--- src/core/dspic_pkg.sv ---
// Constants, source map and pin bundles for the DSP interrupt controller
package dspic_pkg;
   // Sources: reset-style power-up plus eleven interrupt levels
   localparam int NSRC = 12;
   localparam int STK_DEPTH = 12;
   localparam logic [3:0] LVL_NONE = 4'hC;
   localparam logic [4:0] SP_FULL = 5'h0C;

   // Source indices, lowest index has the highest priority
   localparam int SRC_PWRUP = 0;
   localparam int SRC_PWRDN = 1;
   localparam int SRC_ELA = 2;
   localparam int SRC_LA = 3;
   localparam int SRC_LB = 4;
   localparam int SRC_SP0TX = 5;
   localparam int SRC_SP0RX = 6;
   localparam int SRC_EIF = 7;
   localparam int SRC_BYTE_DMA_PORT = 8;
   localparam int SRC_SP1TX = 9;
   localparam int SRC_SP1RX = 10;
   localparam int SRC_TIMER = 11;

   // Vector per source index
   localparam logic [13:0] VEC_TABLE [NSRC] = '{
      14'h0000, 14'h002C, 14'h0004, 14'h0008, 14'h000C, 14'h0010,
      14'h0014, 14'h0018, 14'h001C, 14'h0020, 14'h0024, 14'h0028};

   // Register offsets
   localparam logic [7:0] OFS_MASK = 8'h00;
   localparam logic [7:0] OFS_CTRL = 8'h04;
   localparam logic [7:0] OFS_FC = 8'h08;
   localparam logic [7:0] OFS_GIE = 8'h0C;
   localparam logic [7:0] OFS_MODE_STATUS_REGISTER = 8'h10;
   localparam logic [7:0] OFS_STAT = 8'h14;

   // Control register fields
   localparam int CTRL_NEST = 0;
   localparam int CTRL_ELA_EDGE = 1;
   localparam int CTRL_ARX_EDGE = 2;
   localparam int CTRL_ATX_EDGE = 3;
   localparam int CTRL_SP1_ALT = 4;
   localparam int CTRL_POWERUP_CONTEXT_RESET_BIT = 5;
   localparam int CTRL_FOUT = 6;
   localparam int CTRL_W = 7;

   // Force/clear register fields, global enable command bits
   localparam int FC_FORCE_LSB = 0;
   localparam int FC_CLEAR_LSB = 16;
   localparam int GIE_ENA = 0;
   localparam int GIE_DIS = 1;

   // Status register fields
   localparam int STAT_LVL_LSB = 12;
   localparam int STAT_SP_LSB = 16;
   localparam int STAT_FIN = 21;

   // Reset values
   localparam logic [NSRC-1:0] MASK_RST = 12'h000;
   localparam logic [CTRL_W-1:0] CTRL_RST = 7'h00;
   localparam logic [7:0] MODE_STATUS_REGISTER_RST = 8'h00;
   localparam logic GIE_RST = 1'b1;

   // External pins, active low interrupts
   typedef struct packed {
      logic edge_level_irq_a_n;
      logic level_irq_a_n;
      logic level_irq_b_n;
      logic edge_irq_forceable_n;
      logic alt_irq_rx_n;
      logic alt_irq_tx_n;
      logic flag_input_alt;
   } dspic_pins_type;

   // Internal one-cycle event requests
   typedef struct packed {
      logic power_up;
      logic power_down;
      logic sp0_tx;
      logic sp0_rx;
      logic byte_dma_port;
      logic sp1_tx;
      logic sp1_rx;
      logic timer;
   } dspic_ireq_type;
endpackage

--- src/core/dspic_top.sv ---
// DSP interrupt controller: pending logic, priority dispatch, status stack
`timescale 1ns/1ps
module dspic_top (
   // Clock and reset
   input wire logic CLK_SYS_I,
   input wire logic RST_I,
   // Register port
   input wire logic [7:0] ADDR_I,
   input wire logic [31:0] WDATA_I,
   input wire logic WR_I,
   input wire logic RD_I,
   output logic [31:0] RDATA_O,
   // External pins and internal events
   input wire dspic_pkg::dspic_pins_type PINS_I,
   input wire dspic_pkg::dspic_ireq_type IREQ_I,
   output logic FLAG_OUTPUT_ALT_O,
   // Program sequencer
   output logic REQ_O,
   output logic [13:0] VECTOR_O,
   input wire logic ACK_I,
   input wire logic PUSH_I,
   input wire logic POP_I
);
   import dspic_pkg::*;

   logic [NSRC-1:0] mask_r;
   logic [CTRL_W-1:0] ctrl_r;
   logic [7:0] mode_status_register_r;
   logic gie_r;
   logic blk_r;
   logic [31:0] rdata_r;
   dspic_pins_type pin_s1_r, pin_s2_r;
   logic [NSRC-1:0] raw, lvl, raw_q_r, pend_r, req, elig;
   logic [NSRC-1:0] force_bits, clear_bits;
   logic req_r;
   logic [3:0] idx_r, sel, cur_level_r;
   logic valid;
   logic [13:0] vec_r;
   logic [11:0] stack_r [STK_DEPTH];
   logic [4:0] sp_r;
   logic wr_mask, wr_ctrl, wr_fc, wr_gie, wr_mode_status_register, ack_take, push, pop;

   // Register write decodes
   assign wr_mask = WR_I && (ADDR_I == OFS_MASK);
   assign wr_ctrl = WR_I && (ADDR_I == OFS_CTRL);
   assign wr_fc = WR_I && (ADDR_I == OFS_FC);
   assign wr_gie = WR_I && (ADDR_I == OFS_GIE);
   assign wr_mode_status_register = WR_I && (ADDR_I == OFS_MODE_STATUS_REGISTER);
   assign ack_take = req_r && ACK_I;
   assign force_bits = wr_fc ? WDATA_I[FC_FORCE_LSB +: NSRC] : '0;
   assign clear_bits = wr_fc ? WDATA_I[FC_CLEAR_LSB +: NSRC] : '0;

   // Two-flop synchroniser; only stage two is looked at
   always_ff @(posedge CLK_SYS_I) begin
      pin_s1_r <= PINS_I;
      pin_s2_r <= pin_s1_r;
   end

   // Raw active-high requests per source index
   always_comb begin
      raw = '0;
      raw[SRC_PWRUP] = IREQ_I.power_up && ctrl_r[CTRL_POWERUP_CONTEXT_RESET_BIT];
      raw[SRC_PWRDN] = IREQ_I.power_down;
      raw[SRC_ELA] = ~pin_s2_r.edge_level_irq_a_n;
      raw[SRC_LA] = ~pin_s2_r.level_irq_a_n;
      raw[SRC_LB] = ~pin_s2_r.level_irq_b_n;
      raw[SRC_SP0TX] = IREQ_I.sp0_tx;
      raw[SRC_SP0RX] = IREQ_I.sp0_rx;
      raw[SRC_EIF] = ~pin_s2_r.edge_irq_forceable_n;
      raw[SRC_BYTE_DMA_PORT] = IREQ_I.byte_dma_port;
      raw[SRC_TIMER] = IREQ_I.timer;
      // Alternate pins take over serial port one slots
      if (ctrl_r[CTRL_SP1_ALT]) begin
         raw[SRC_SP1TX] = ~pin_s2_r.alt_irq_tx_n;
         raw[SRC_SP1RX] = ~pin_s2_r.alt_irq_rx_n;
      end else begin
         raw[SRC_SP1TX] = IREQ_I.sp1_tx;
         raw[SRC_SP1RX] = IREQ_I.sp1_rx;
      end
   end

   // Level-sensitivity per source; everything else latches edges
   always_comb begin
      lvl = '0;
      lvl[SRC_ELA] = ~ctrl_r[CTRL_ELA_EDGE];
      lvl[SRC_LA] = 1'b1;
      lvl[SRC_LB] = 1'b1;
      lvl[SRC_EIF] = 1'b0;
      lvl[SRC_SP1TX] = ctrl_r[CTRL_SP1_ALT] && ~ctrl_r[CTRL_ATX_EDGE];
      lvl[SRC_SP1RX] = ctrl_r[CTRL_SP1_ALT] && ~ctrl_r[CTRL_ARX_EDGE];
   end

   // Previous raw value for edge detection
   always_ff @(posedge CLK_SYS_I) begin
      if (RST_I) begin
         raw_q_r <= '0;
      end else begin
         raw_q_r <= raw;
      end
   end

   // Per-source pending latch, request and eligibility
   genvar gi;
   generate
      for (gi = 0; gi < NSRC; gi++) begin : g_src
         logic set_b, clr_b, unmask_b, gate_b;
         assign set_b = (raw[gi] && !raw_q_r[gi] && !lvl[gi])
                        || force_bits[gi];
         assign clr_b = clear_bits[gi] || (ack_take && idx_r == 4'(gi));
         // Set beats clear so a fresh edge is never lost
         always_ff @(posedge CLK_SYS_I) begin
            if (RST_I) begin
               pend_r[gi] <= 1'b0;
            end else if (set_b) begin
               pend_r[gi] <= 1'b1;
            end else if (clr_b) begin
               pend_r[gi] <= 1'b0;
            end
         end
         // Level inputs follow the pin; forcing still works on them
         assign req[gi] = pend_r[gi] || (lvl[gi] && raw[gi]);
         // Power-up and power-down ignore the mask
         assign unmask_b = (gi <= SRC_PWRDN) ? 1'b1 : mask_r[gi];
         // Nesting lets only higher levels in, else wait for idle
         assign gate_b = ctrl_r[CTRL_NEST] ? (4'(gi) < cur_level_r)
                         : (cur_level_r == LVL_NONE);
         // Power-up context reset bypasses all gating like reset does
         assign elig[gi] = req[gi] && unmask_b && ((gi == SRC_PWRUP)
                           || (gie_r && !blk_r && gate_b));
      end
   endgenerate

   // Fixed priority: lowest index wins
   always_comb begin
      sel = 4'h0;
      valid = 1'b0;
      for (int i = NSRC - 1; i >= 0; i--) begin
         if (elig[i]) begin
            sel = 4'(i);
            valid = 1'b1;
         end
      end
   end

   // Request to the sequencer, reselected every cycle until taken
   always_ff @(posedge CLK_SYS_I) begin
      if (RST_I) begin
         req_r <= 1'b0;
         idx_r <= 4'h0;
         vec_r <= VEC_TABLE[SRC_PWRUP];
      end else begin
         // Drop on the acknowledge so one request is never taken twice
         req_r <= valid && !ack_take;
         if (!ack_take) begin
            idx_r <= sel;
            vec_r <= VEC_TABLE[sel];
         end
      end
   end

   // Mask register; reset masks every maskable source
   always_ff @(posedge CLK_SYS_I) begin
      if (RST_I) begin
         mask_r <= MASK_RST;
      end else if (wr_mask) begin
         mask_r <= {WDATA_I[NSRC-1:SRC_PWRDN+1], 2'b00};
      end
   end

   // One-cycle blackout after a mask write; DMA is not stalled
   always_ff @(posedge CLK_SYS_I) begin
      if (RST_I) begin
         blk_r <= 1'b0;
      end else begin
         blk_r <= wr_mask;
      end
   end

   // Control register
   always_ff @(posedge CLK_SYS_I) begin
      if (RST_I) begin
         ctrl_r <= CTRL_RST;
      end else if (wr_ctrl) begin
         ctrl_r <= WDATA_I[CTRL_W-1:0];
      end
   end

   // Global enable; only gates dispatch, transfers keep running
   always_ff @(posedge CLK_SYS_I) begin
      if (RST_I) begin
         gie_r <= GIE_RST;
      end else if (wr_gie && WDATA_I[GIE_DIS]) begin
         gie_r <= 1'b0;
      end else if (wr_gie && WDATA_I[GIE_ENA]) begin
         gie_r <= 1'b1;
      end
   end

   // Shared stack: interrupts, loops and calls all push here
   assign push = (ack_take || PUSH_I) && (sp_r != SP_FULL);
   assign pop = POP_I && !ack_take && !PUSH_I && (sp_r != 5'h00);

   always_ff @(posedge CLK_SYS_I) begin
      if (RST_I) begin
         sp_r <= 5'h00;
      end else if (push) begin
         sp_r <= sp_r + 5'h01;
      end else if (pop) begin
         sp_r <= sp_r - 5'h01;
      end
   end

   // Stack storage holds mode status and the level being serviced
   always_ff @(posedge CLK_SYS_I) begin
      if (push) begin
         stack_r[sp_r[3:0]] <= {mode_status_register_r, cur_level_r};
      end
   end

   // Current service level; a full stack refuses a new level
   always_ff @(posedge CLK_SYS_I) begin
      if (RST_I) begin
         cur_level_r <= LVL_NONE;
      end else if (ack_take && push) begin
         cur_level_r <= idx_r;
      end else if (pop) begin
         cur_level_r <= stack_r[sp_r[3:0] - 4'h1][3:0];
      end
   end

   // Mode status register, restored on every pop
   always_ff @(posedge CLK_SYS_I) begin
      if (RST_I) begin
         mode_status_register_r <= MODE_STATUS_REGISTER_RST;
      end else if (pop) begin
         mode_status_register_r <= stack_r[sp_r[3:0] - 4'h1][11:4];
      end else if (wr_mode_status_register) begin
         mode_status_register_r <= WDATA_I[7:0];
      end
   end

   // Read data stand one cycle; force/clear reads zero
   always_ff @(posedge CLK_SYS_I) begin
      if (RST_I) begin
         rdata_r <= 32'h0000_0000;
      end else begin
         rdata_r <= 32'h0000_0000;
         if (RD_I) begin
            case (ADDR_I)
               OFS_MASK: rdata_r[NSRC-1:0] <= mask_r;
               OFS_CTRL: rdata_r[CTRL_W-1:0] <= ctrl_r;
               OFS_GIE: rdata_r[GIE_ENA] <= gie_r;
               OFS_MODE_STATUS_REGISTER: rdata_r[7:0] <= mode_status_register_r;
               OFS_STAT: begin
                  rdata_r[NSRC-1:0] <= req;
                  rdata_r[STAT_LVL_LSB +: 4] <= cur_level_r;
                  rdata_r[STAT_SP_LSB +: 5] <= sp_r;
                  rdata_r[STAT_FIN] <= pin_s2_r.flag_input_alt;
               end
               default: rdata_r <= 32'h0000_0000;
            endcase
         end
      end
   end

   // Alternate flag output follows its control bit
   always_ff @(posedge CLK_SYS_I) begin
      if (RST_I) begin
         FLAG_OUTPUT_ALT_O <= 1'b0;
      end else begin
         FLAG_OUTPUT_ALT_O <= ctrl_r[CTRL_FOUT];
      end
   end

   assign RDATA_O = rdata_r;
   assign REQ_O = req_r;
   assign VECTOR_O = vec_r;
endmodule

--- config.mk ---
export PLATFORM = sky130hd
export DESIGN_NAME = dspic_top
export DESIGN_NICKNAME = d
export VERILOG_FILES = /design/src/core/dspic_pkg.sv /design/src/core/dspic_top.sv
export SDC_FILE = /design/constraint.sdc
export NUM_CORES = 1
export LEC_CHECK = 0
export ABC_AREA = 0
export BUFFER_PORTS_ARGS = -buffer_cell sky130_fd_sc_hd__buf_4
export CAP_MARGIN = 20
export CORE_MARGIN = 2
export CORE_UTILIZATION = 40
export DETAILED_ROUTE_END_ITERATION = 10
export PLACE_DENSITY_LB_ADDON = 0.2
export SKIP_LAST_GASP = 1
export SYNTH_ARGS = -nofsm -noshare
export SYNTH_HDL_FRONTEND = slang
export SYNTH_SLANG_ARGS = --single-unit
--- constraint.sdc ---
create_clock -name CLK_SYS_I -period 3.8 [get_ports CLK_SYS_I]
set_clock_uncertainty 0.05 [all_clocks]
set_input_delay 0.38 -clock CLK_SYS_I [delete_from_list [all_inputs] [get_ports CLK_SYS_I]]
set_output_delay 0.38 -clock CLK_SYS_I [all_outputs]
set_load 0.01 [all_outputs]
==> run metrics, run 1 <==
Clk pin slew, worst setup/hold paths 60 ps; Clock Latency Late Sink 540 ps; Main synth FF type edfxtp_1; Worst-Margin Slew between 800 and 900 ps; PostCTS Resize Cnt 0; mean post-synth cell area 13.1 um^2; WP data arrival roughly 3600 ps; register bit total from synthesis around 250; period utilization ~83%; Pwr Density 626 nW/um^2; status complete, no violations; Die W between 150 and 200 um; Placer Congestion 0.805; sequential share of the synthesized area a little over 60%; pin count of the biggest net entering global routing 64; maximum clock rate about 320 MHz; met1 wire length about 11 mm; gr ovfl total 0; TritonRoute pass-1 iters 5; setup_tns 0 ps; Top Metal Used met4; Die H 165 um; DRC viols 0; layout cell share with drive strength beyond 1 a little over a fifth; RSZ-0062 raised after global routing no; fill count approximately 2300; synth top area cells edfxtp_1 42%, dfxtp_1 20%, mux4_2 7.9%, a21oi_1 3.1%, mux2i_1 2.6%; worst hold path class in2reg; minimum clock period between 3000 and 4000 ps; met3 WL ~1.1 mm; n_diodes 0; Ports 110; crit path max fanout 24; Total GRT Usage 18.2%; Worst Setup End Kind flop; Leakage about 4.4 nW; Final setup viols 0; via count about 6500; Worst Path Required between 4000 and 5000 ps; Slew Viols, Final 0; drt total wl 24.1 mm; Layout area overhead 17.2%; fin cells roughly 1200; routed vias/inst 5.29; DRT antenna net count 0; synthesized instance count about 790; Root Buffer clkbuf_16; vias in the first global route between 6000 and 7000; Die Area 27100 um^2; clock buffer count from CTS 26; first-pass GRT wire length 37.6 mm; num rows just under 60; number of clock sinks approximately 250; Final Hold Vio Count 0; Initial Util 40.9%; post-synth top area cell edfxtp_1; Worst VDD drop 0.437 mV; Max clock buf depth 3; antenna violations before repair 0; Setup CP Type reg2reg; Mapped Area 10300 um^2; placed cell count 1169; unique cell type count in the Yosys netlist 75; routed len/inst roughly 20 um; Seq. cell area 6410 um^2; H-Tree Depth 1; YS warnings 0; Post-synth EDFFs between 100 and 150; Max Cap Viol 0; Synth top area share 41.9%; CTS tree done; slew margin rel. between 40% and 50%; CP startpoint kind flop; Final HPWL DP ~16 mm; Buffers on Ports 81; multi-input logic area 3590 um^2; met2 WL 11.7 mm; Starting DRT DRC Count roughly 440; core region area roughly 25000 um^2; FFs w/ async S/R, synth 0%; nets approximately 950
==> path summary, 6_finish.rpt <==
kind	start	to	slack, ps	cells after the start
hold reg to reg	pin_s1_r[1]	pin_s2_r[1]	270	0
setup / recovery	cur_level_r[2]	VECTOR_O[5]	640	8
setup reg to reg	cur_level_r[2]	VECTOR_O[5]	640	8
hold / removal	IREQ_I[0]	raw_q_r[11]	20	2
==> state kept, by name, indices dropped and copies added (netlist names) <==
register / count
FLAG_OUTPUT_ALT_O: 1
RDATA_O: 22
REQ_O: 1
VECTOR_O: 4
blk_r: 1
ctrl_r: 7
cur_level_r: 4
elig: 1
gie_r: 1
idx_r: 4
mask_r: 10
mode_status_register_r: 8
pend_r: 11
pin_s1_r: 7
pin_s2_r: 7
raw_q_r: 10
sp_r: 5
stack_r: 144
==> kinds of logic (layout without fill, tap and decap cells) <==
kind of cell / count (synthesis) / in the layout / share of synthesized area (%)
muxes: 65 / 65 / 10.7
xor gates and xnor gates: 6 / 6 / 0.509
adders and majority gates: 12 / 12 / 1.53
other: 1 / 20 / 0.0363
and+or+nand+nor: 223 / 223 / 11.1
DFF: 248 / 248 / 62.1
buffers and inverters: 71 / 160 / 3.87
AOI/OAI and AO/OA: 161 / 161 / 10.2
==> cells in the final DEF, fill, tap and decap left out, types with 7 or more instances in the layout <==
cell	Yosys	final
clkbuf_16	0	26
a221oi_1	11	11
nand3_1	27	27
edfxtp_1	144	144
clkinv_2	0	8
nand2b_1	13	13
conb_1	1	20
ha_1	11	11
nand2_1	46	46
a211oi_1	18	18
inv_1	8	8
mux4_2	36	36
nor2_1	66	66
mux2i_1	27	27
nor2b_1	12	12
a21oi_1	63	63
dfxtp_1	104	103
buf_4	25	95
nand3b_1	7	7
dlygate4sd3_1	0	8
and2_1	19	19
o21ai_0	20	20
==> synth_stat cells, types with 2 or more instances <==
cell type,n
a221oi_1,11
o221ai_1,3
o22a_1,2
nand2b_1,13
buf_2,11
ha_1,11
mux4_2,36
nand2_1,46
and2_2,2
nor3b_1,3
dfxtp_1,104
nor2_1,66
xnor2_1,5
mux2i_1,27
a22oi_1,3
nor2b_1,12
o21ai_1,2
o2111ai_1,4
a21o_1,5
o211ai_1,2
a21oi_1,63
and3_1,6
nand3b_1,7
inv_1,8
clkbuf_2,2
and2_1,19
a222oi_1,2
mux2_2,2
o211a_1,2
buf_1,3
clkbuf_1,18
a31oi_1,5
nand3_1,27
nor3_1,6
o21ai_0,20
o31ai_1,2
or4b_4,2
or3_1,2
edfxtp_1,144
buf_6,3
a211oi_1,18
buf_4,25
==> timing repair <==
item	CTS	global route
endpoints found under the hold margin	8	0
hold buffers	8	0
buffers inserted	0	0
==> cell type report <==
type / instances / share of cell area, %
Timing Repair Buffer: 103 / 6.56
Inverter: 9 / 0.279
Sequential cell: 248 / 53.0
Tap cell: 330 / 3.41
Multi-Input combinational cell: 487 / 29.7
Clock buffer: 30 / 5.59
Clock inverter: 18 / 1.47
==> per-stage QoR <==
step	utilization (%)	setup slack [ps]	total power, mW	hold WS [ps]	cell area, um^2
2_1_floorplan	-	924	4.59	260	10400
5_1_grt	47.9	447	7.95	17.9	12100
3_5_place_dp	44.2	655	5.12	262	11200
6_report	47.9	641	7.57	21.8	12100
3_3_place_gp	44.2	735	5.12	260	11200
4_1_cts	47.9	638	7.65	0.704	12100
==> routing by layer <==
metal  GRT usage (%)  vias up
li1                -     3101
met1            24.5     3178
met2            30.5      155
met3            2.46       46
met4            5.77        0
met5               0        -
==> critical path, stage by stage (launching register included) <==
cell and delay (ps):
dfxtp_1 850, nor3b_4 310, o211ai_1 160, a21oi_1 350, a211oi_1 140, or3_1 430, ha_1 230, o41ai_1 370
o221a_1 220
==> power breakdown <==
group          switching [mW]  internal, mW
Sequential              0.212          3.17
Combinational           0.933         0.740
Clock                    1.04          1.48
Total                    2.18          5.39
Power figures use the tool's default switching activity.
==> run 2, diff against run 1 <==
Clock period 3.8 ns to 3.1 ns, I/O delays scaled along.
==> run 2 against run 1 <==
Net effect: core utilization grew 0.91 points; sequential power rose by 22%; first-iteration DRC count is 5.0% lower; highest routed layer unchanged; largest cell class unchanged; clock power grew 21%; worst hold slack lost 0.79 ps; combinational power rose by 27%; sequential share of layout area decreased by 0.98 points; total power up 22%; die area did not move; critical path depth is 1 lower; fmax up 12%.
==> run metrics, run 2 (synthesis gave the netlist of run 1 again) <==
routed len/inst 19.3 um (-1.9%); Final setup viols 0 (unchanged); Starting DRT DRC Count 422 (-5.0%); CTS tree done; Slowest-stage cell, CP dfxtp_1; WHS Path Cells 3 (+1); Final HPWL DP 16.1 mm (-0.45%); Pwr Density 753 nW/um^2 (+20%); antenna violations before repair 0 (unchanged); placed cell count 1178 (+0.77%); Psw 2.67 mW (+22%); R2R depth 7 (-1); clock power share 32.9% (-0.4 points); Cell Int Power 6.61 mW (+23%); most common cell after layout, fill and taps aside edfxtp_1; Slew Viols, Final 0 (unchanged); Buffers on Ports 81 (unchanged); Power, Total 9.28 mW (+22%); Final Hold Vio Count 0 (unchanged); drt total wl 24.1 mm (about the same); layout cell share with drive strength beyond 1 21.9% (+0.67 points); Max clock buf depth 3 (unchanged); most frequent cells in the layout 144 x edfxtp_1, 103 x dfxtp_1, 103 x buf_4; WP data arrival 3240 ps (-340 ps); Design Area, Final 12300 um^2 (+1.9%); Setup CP Type reg2reg; n_diodes 0 (unchanged); Max Cap Viol 0 (unchanged); Comb pwr share 22.8% (+0.7 points); Leakage 4.50 nW (+2.7%); Worst-Margin Slew 820 ps (+11.5 ps); worst hold path class in2reg; period utilization 91.1% (+8.0 points); Post-CTS Setup Inserts 0 (unchanged); Largest register FFs 144 (unchanged); clock buffer count from CTS 26 (unchanged); pin count of the biggest net entering global routing 64 (unchanged); DP Area 11200 um^2 (+0.72%); worst-path cell chain or4b_1, o2111ai_1, nand2b_1, or3_1, ha_1, o41ai_1, o221a_1; Flop pwr share 44.3% (-0.3 points); routed vias/inst 5.24 (-0.86%); Die H 165 um (unchanged); fill count 2271 (-0.35%); num rows 58 (unchanged); Clock Latency Late Sink 540 ps (about the same); CP startpoint kind flop; number of clock sinks 248 (unchanged); hold_ws 21.0 ps (-0.790 ps); Root Buffer clkbuf_16; Worst Setup End Kind flop; first-pass GRT wire length 37.3 mm (-0.86%); minimum clock period 2830 ps (-334 ps); Ports 110 (unchanged); slew margin rel. 45.3% (-0.77 points); fin cells 1248 (+1.9%); maximum clock rate 354 MHz (+12%); Total GRT Usage 18.1% (-0.052 points); Worst VDD drop 0.565 mV (+29%); Die Area 27100 um^2 (unchanged); H-Tree Depth 1 (unchanged); via count 6545 (+1.0%); crit path max fanout 15 (-38%); vias in the first global route 6409 (-1.3%); RSZ-0062 raised after global routing no; Initial Util 40.9% (unchanged); Clk pin slew, worst setup/hold paths 60 ps (about the same); sw frac 28.8% (-0.10 points); Worst Path Required 3520 ps (-700 ps); Die W 165 um (unchanged); Placer Congestion 0.819 (+1.8%); setup_tns 0 ps (unchanged); nets 972 (+2.4%); Layout area overhead 19.4%; DRC viols 0 (unchanged); DRT antenna net count 0 (unchanged); status complete, no violations; TritonRoute pass-1 iters 5 (unchanged); CP peak stage delay 620 ps (-230 ps); core region area 25300 um^2 (unchanged); gr ovfl total 0 (unchanged)
==> run 2: cell types whose count changed in the layout (fill, tap and decap cells not counted), sizes merged <==
cell         before  now
clkbuf           30   37
dlygate4sd3       8   22
inv               9    8
buf              95  104
clkinvlp          1    0
bufinv            3    1
clkinv           14   11
==> run 2: timing repair <==
item,CTS,global route
gates resized for setup,0,1
hold buffers,22,0
hold endpoints to repair,27,0
endpoints found under the setup margin,0,1
==> run 2: worst max-delay path, delay by kind of cell (launching register included) <==
kind | cells | cell delay, ps
AOI/OAI and AO/OA | 3 | 780
adders and majority gates | 1 | 220
and+or+nand+nor | 3 | 1080
DFF | 1 | 620
==> run 2: area by class of cell <==
cell class                      count  area (um^2)  area share, %
Timing Repair Buffer              126         1010           8.23
Sequential cell                   248         6410           52.0
Tap cell                          330          413           3.35
Multi-Input combinational cell    487         3600           29.2
Inverter                            9         33.8          0.274
Clock buffer                       37          763           6.19
Clock inverter                     11         93.8          0.762
==> run 2: per-stage QoR <==
| step | setup WS, ps | util, % |
|---|---|---|
| after floorplan | 224 | - |
| after global placement | 306 | 44.5 |
| after detailed placement | 237 | 44.5 |
| after CTS | 164 | 48.8 |
| after global routing | 38.4 | 48.8 |
| final | 275 | 48.8 |
==> run 2: layer usage <==
metal / wire length, um / track usage [%]
met5: 0 / 0
met1: 10700 / 24.3
met2: 11800 / 30.7
met3: 907 / 2.24
met4: 696 / 5.85
==> run 2: worst paths after layout <==
path / from / to / slack [ps]
worst max-delay path: ctrl_r[0] / VECTOR_O[5] / 270
worst min-delay path: WDATA_I[2] / mask_r[2] / 20
worst max register to register: ctrl_r[0] / VECTOR_O[5] / 270
worst min register to register: pin_s1_r[3] / pin_s2_r[3] / 270
==> run 2: power by group through the flow <==
stage	logic [mW]	registers, mW	clock network, mW
floorplan	1.54	4.09	0
global placement	2.12	4.17	0
detailed placement	2.12	4.18	0
CTS	2.16	4.11	3.11
global route	2.35	4.15	3.24
finish	2.12	4.11	3.05
==> run 3, diff against run 2 <==
Clock period 3.1 ns to 3.6 ns, I/O delays scaled along.
==> run 3 against run 2 <==
Net effect: worst hold slack improved by 5.1 ps; core utilization down 0.58 points; critical endpoint unchanged; highest routed layer unchanged; clock power is 6.9% lower; largest power group unchanged.
==> run metrics, run 3 (synthesis gave the netlist of run 1 again) <==
CP endpoint VECTOR_O[5]; CP peak stage delay 810 ps (+190 ps); Max Cap Viol 0 (unchanged); Placer Congestion 0.816 (-0.42%); PostCTS Resize Cnt 0 (unchanged); slew margin rel. 45.3% (-0.082 points); Ports 110 (unchanged); fill count 2284 (+0.57%); hold_buf cts 12 (-45%); Flop pwr share 43.5% (-0.8 points); status complete, no violations; DP Area 11200 um^2 (-0.71%); minimum clock period 3090 ps (+260 ps); period utilization 85.7% (-5.4 points); drt total wl 24.5 mm (+1.7%); sw frac 28.0% (-0.75 points); most frequent cells in the layout 144 x edfxtp_1, 103 x dfxtp_1, 95 x buf_4; Layout area overhead 18.0%; Post-CTS Setup Inserts 0 (unchanged); Buf/Inv on CP 0 (unchanged); Setup CP Type reg2reg; RR Startpoint cur_level_r[3]; Clk pin slew, worst setup/hold paths 70 ps (about the same); DRC viols 0 (unchanged); antenna violations before repair 0 (unchanged); Root Buffer clkbuf_16; num rows 58 (unchanged); vias in the first global route 6454 (+0.70%); routed len/inst 20.0 um (+3.5%); TritonRoute pass-1 iters 4 (-1); Worst VDD drop 0.366 mV (-35%); crit path max fanout 24 (+9); Clock Latency Late Sink 520 ps (-20 ps); Die W 165 um (unchanged); DRT antenna net count 0 (unchanged); FF-to-FF End VECTOR_O[5]; Die Area 27100 um^2 (unchanged); RSZ-0062 raised after global routing no; CP startpoint kind flop; Worst Setup End Kind flop; layout cell share with drive strength beyond 1 20.8% (-1.1 points); core region area 25300 um^2 (unchanged); setup_tns 0 ps (unchanged); clock buffer count from CTS 25 (-3.8%); Slew Viols, Final 0 (unchanged); Design Area, Final 12200 um^2 (-1.2%); Buffers on Ports 81 (unchanged); Leakage 4.41 nW (-2.1%); Final Hold Vio Count 0 (unchanged); routed vias/inst 5.30 (+1.1%); gr ovfl total 0 (unchanged); Die H 165 um (unchanged); Total GRT Usage 18.2% (+0.078 points); pin count of the biggest net entering global routing 64 (unchanged); Psw 2.29 mW (-14%); cell family with most CP delay compound AO/OA/AOI/OAI gates; worst hold path class in2reg; first-pass GRT wire length 37.4 mm (+0.22%); R2R setup slack 510 ps (+240 ps); worst-path cell chain and4bb_4, o2bb2ai_1, a21bo_2, a211oi_1, or3_1, ha_1, o41ai_1, o221a_1; Cell Int Power 5.89 mW (-11%); Max clock buf depth 3 (unchanged); maximum clock rate 324 MHz (-8.4%); number of clock sinks 248 (unchanged); Final setup viols 0 (unchanged); H-Tree Depth 1 (unchanged); nets 952 (-2.1%); Initial Util 40.9% (unchanged); Levels on crit path 8 (+1); n_diodes 0 (unchanged); R2R depth 8 (+1); Starting DRT DRC Count 398 (-5.7%); clock power share 34.8% (+1.9 points); Worst-Margin Slew 821 ps (+1.23 ps); via count 6501 (-0.67%); Worst Path Required 4020 ps (+500 ps); CTS tree done; fin cells 1226 (-1.8%); Worst Setup SP cur_level_r[3]; Final HPWL DP 16.2 mm (+0.83%); placed cell count 1169 (-0.76%); most common cell after layout, fill and taps aside edfxtp_1; Pwr Density 672 nW/um^2 (-11%); Largest register FFs 144 (unchanged); Power, Total 8.18 mW (-12%); WP data arrival 3500 ps (+260 ps); Util after Layout 48.2% (-0.58 points); Slowest-stage cell, CP dfxtp_1; Comb pwr share 21.7% (-1.1 points)
-- run 3: per-stage QoR --
step / hold WS [ps] / worst slack [ps]
after global routing: 38.1 / 329
after CTS: 9.38 / 547
after detailed placement: 262 / 563
final: 26.1 / 514
after floorplan: 260 / 724
after global placement: 260 / 617
-- run 3: worst min-delay path by stage --
stage | startpoint | endpoint | depth (start not counted)
final | WDATA_I[10] | pend_r[10] | 3
after global routing | WDATA_I[10] | pend_r[10] | 3
after CTS | WDATA_I[10] | pend_r[10] | 3
after detailed placement | pin_s1_r[1] | pin_s2_r[1] | 0
after global placement | pin_s1_r[0] | pin_s2_r[0] | 0
after floorplan | pin_s1_r[0] | pin_s2_r[0] | 0
-- run 3: per-layer routing --
layer,track usage [%],vias up,part of all wire (%)
met3,2.59,40,5.4
met1,23.5,3158,42
met4,5.34,0,2.6
li1,-,3114,-
met2,31.9,189,50
met5,0,-,0
-- run 3: power by group through the flow --
| stage | combinational (mW) | clock (mW) | sequential [mW] |
|---|---|---|---|
| finish | 1.77 | 2.84 | 3.56 |
| detailed placement | 1.80 | 0 | 3.62 |
| CTS | 1.82 | 2.90 | 3.56 |
| floorplan | 1.33 | 0 | 3.52 |
| global route | 1.96 | 3.02 | 3.59 |
| global placement | 1.79 | 0 | 3.61 |
-- run 3: layout make-up --
type / instances / area (um^2) / share of cell area, %
clock inverter: 18 / 262 / 2.15
timing repair buffer: 107 / 833 / 6.85
sequential: 248 / 6410 / 52.6
tap: 330 / 413 / 3.39
inverter: 9 / 33.8 / 0.278
multi-input combinational: 487 / 3590 / 29.5
clock buffer: 27 / 633 / 5.20
-- run 3: worst min-delay path: stages --
cell      delay (ps)
buf_4             90
a211oi_1          50
nor2_1            70
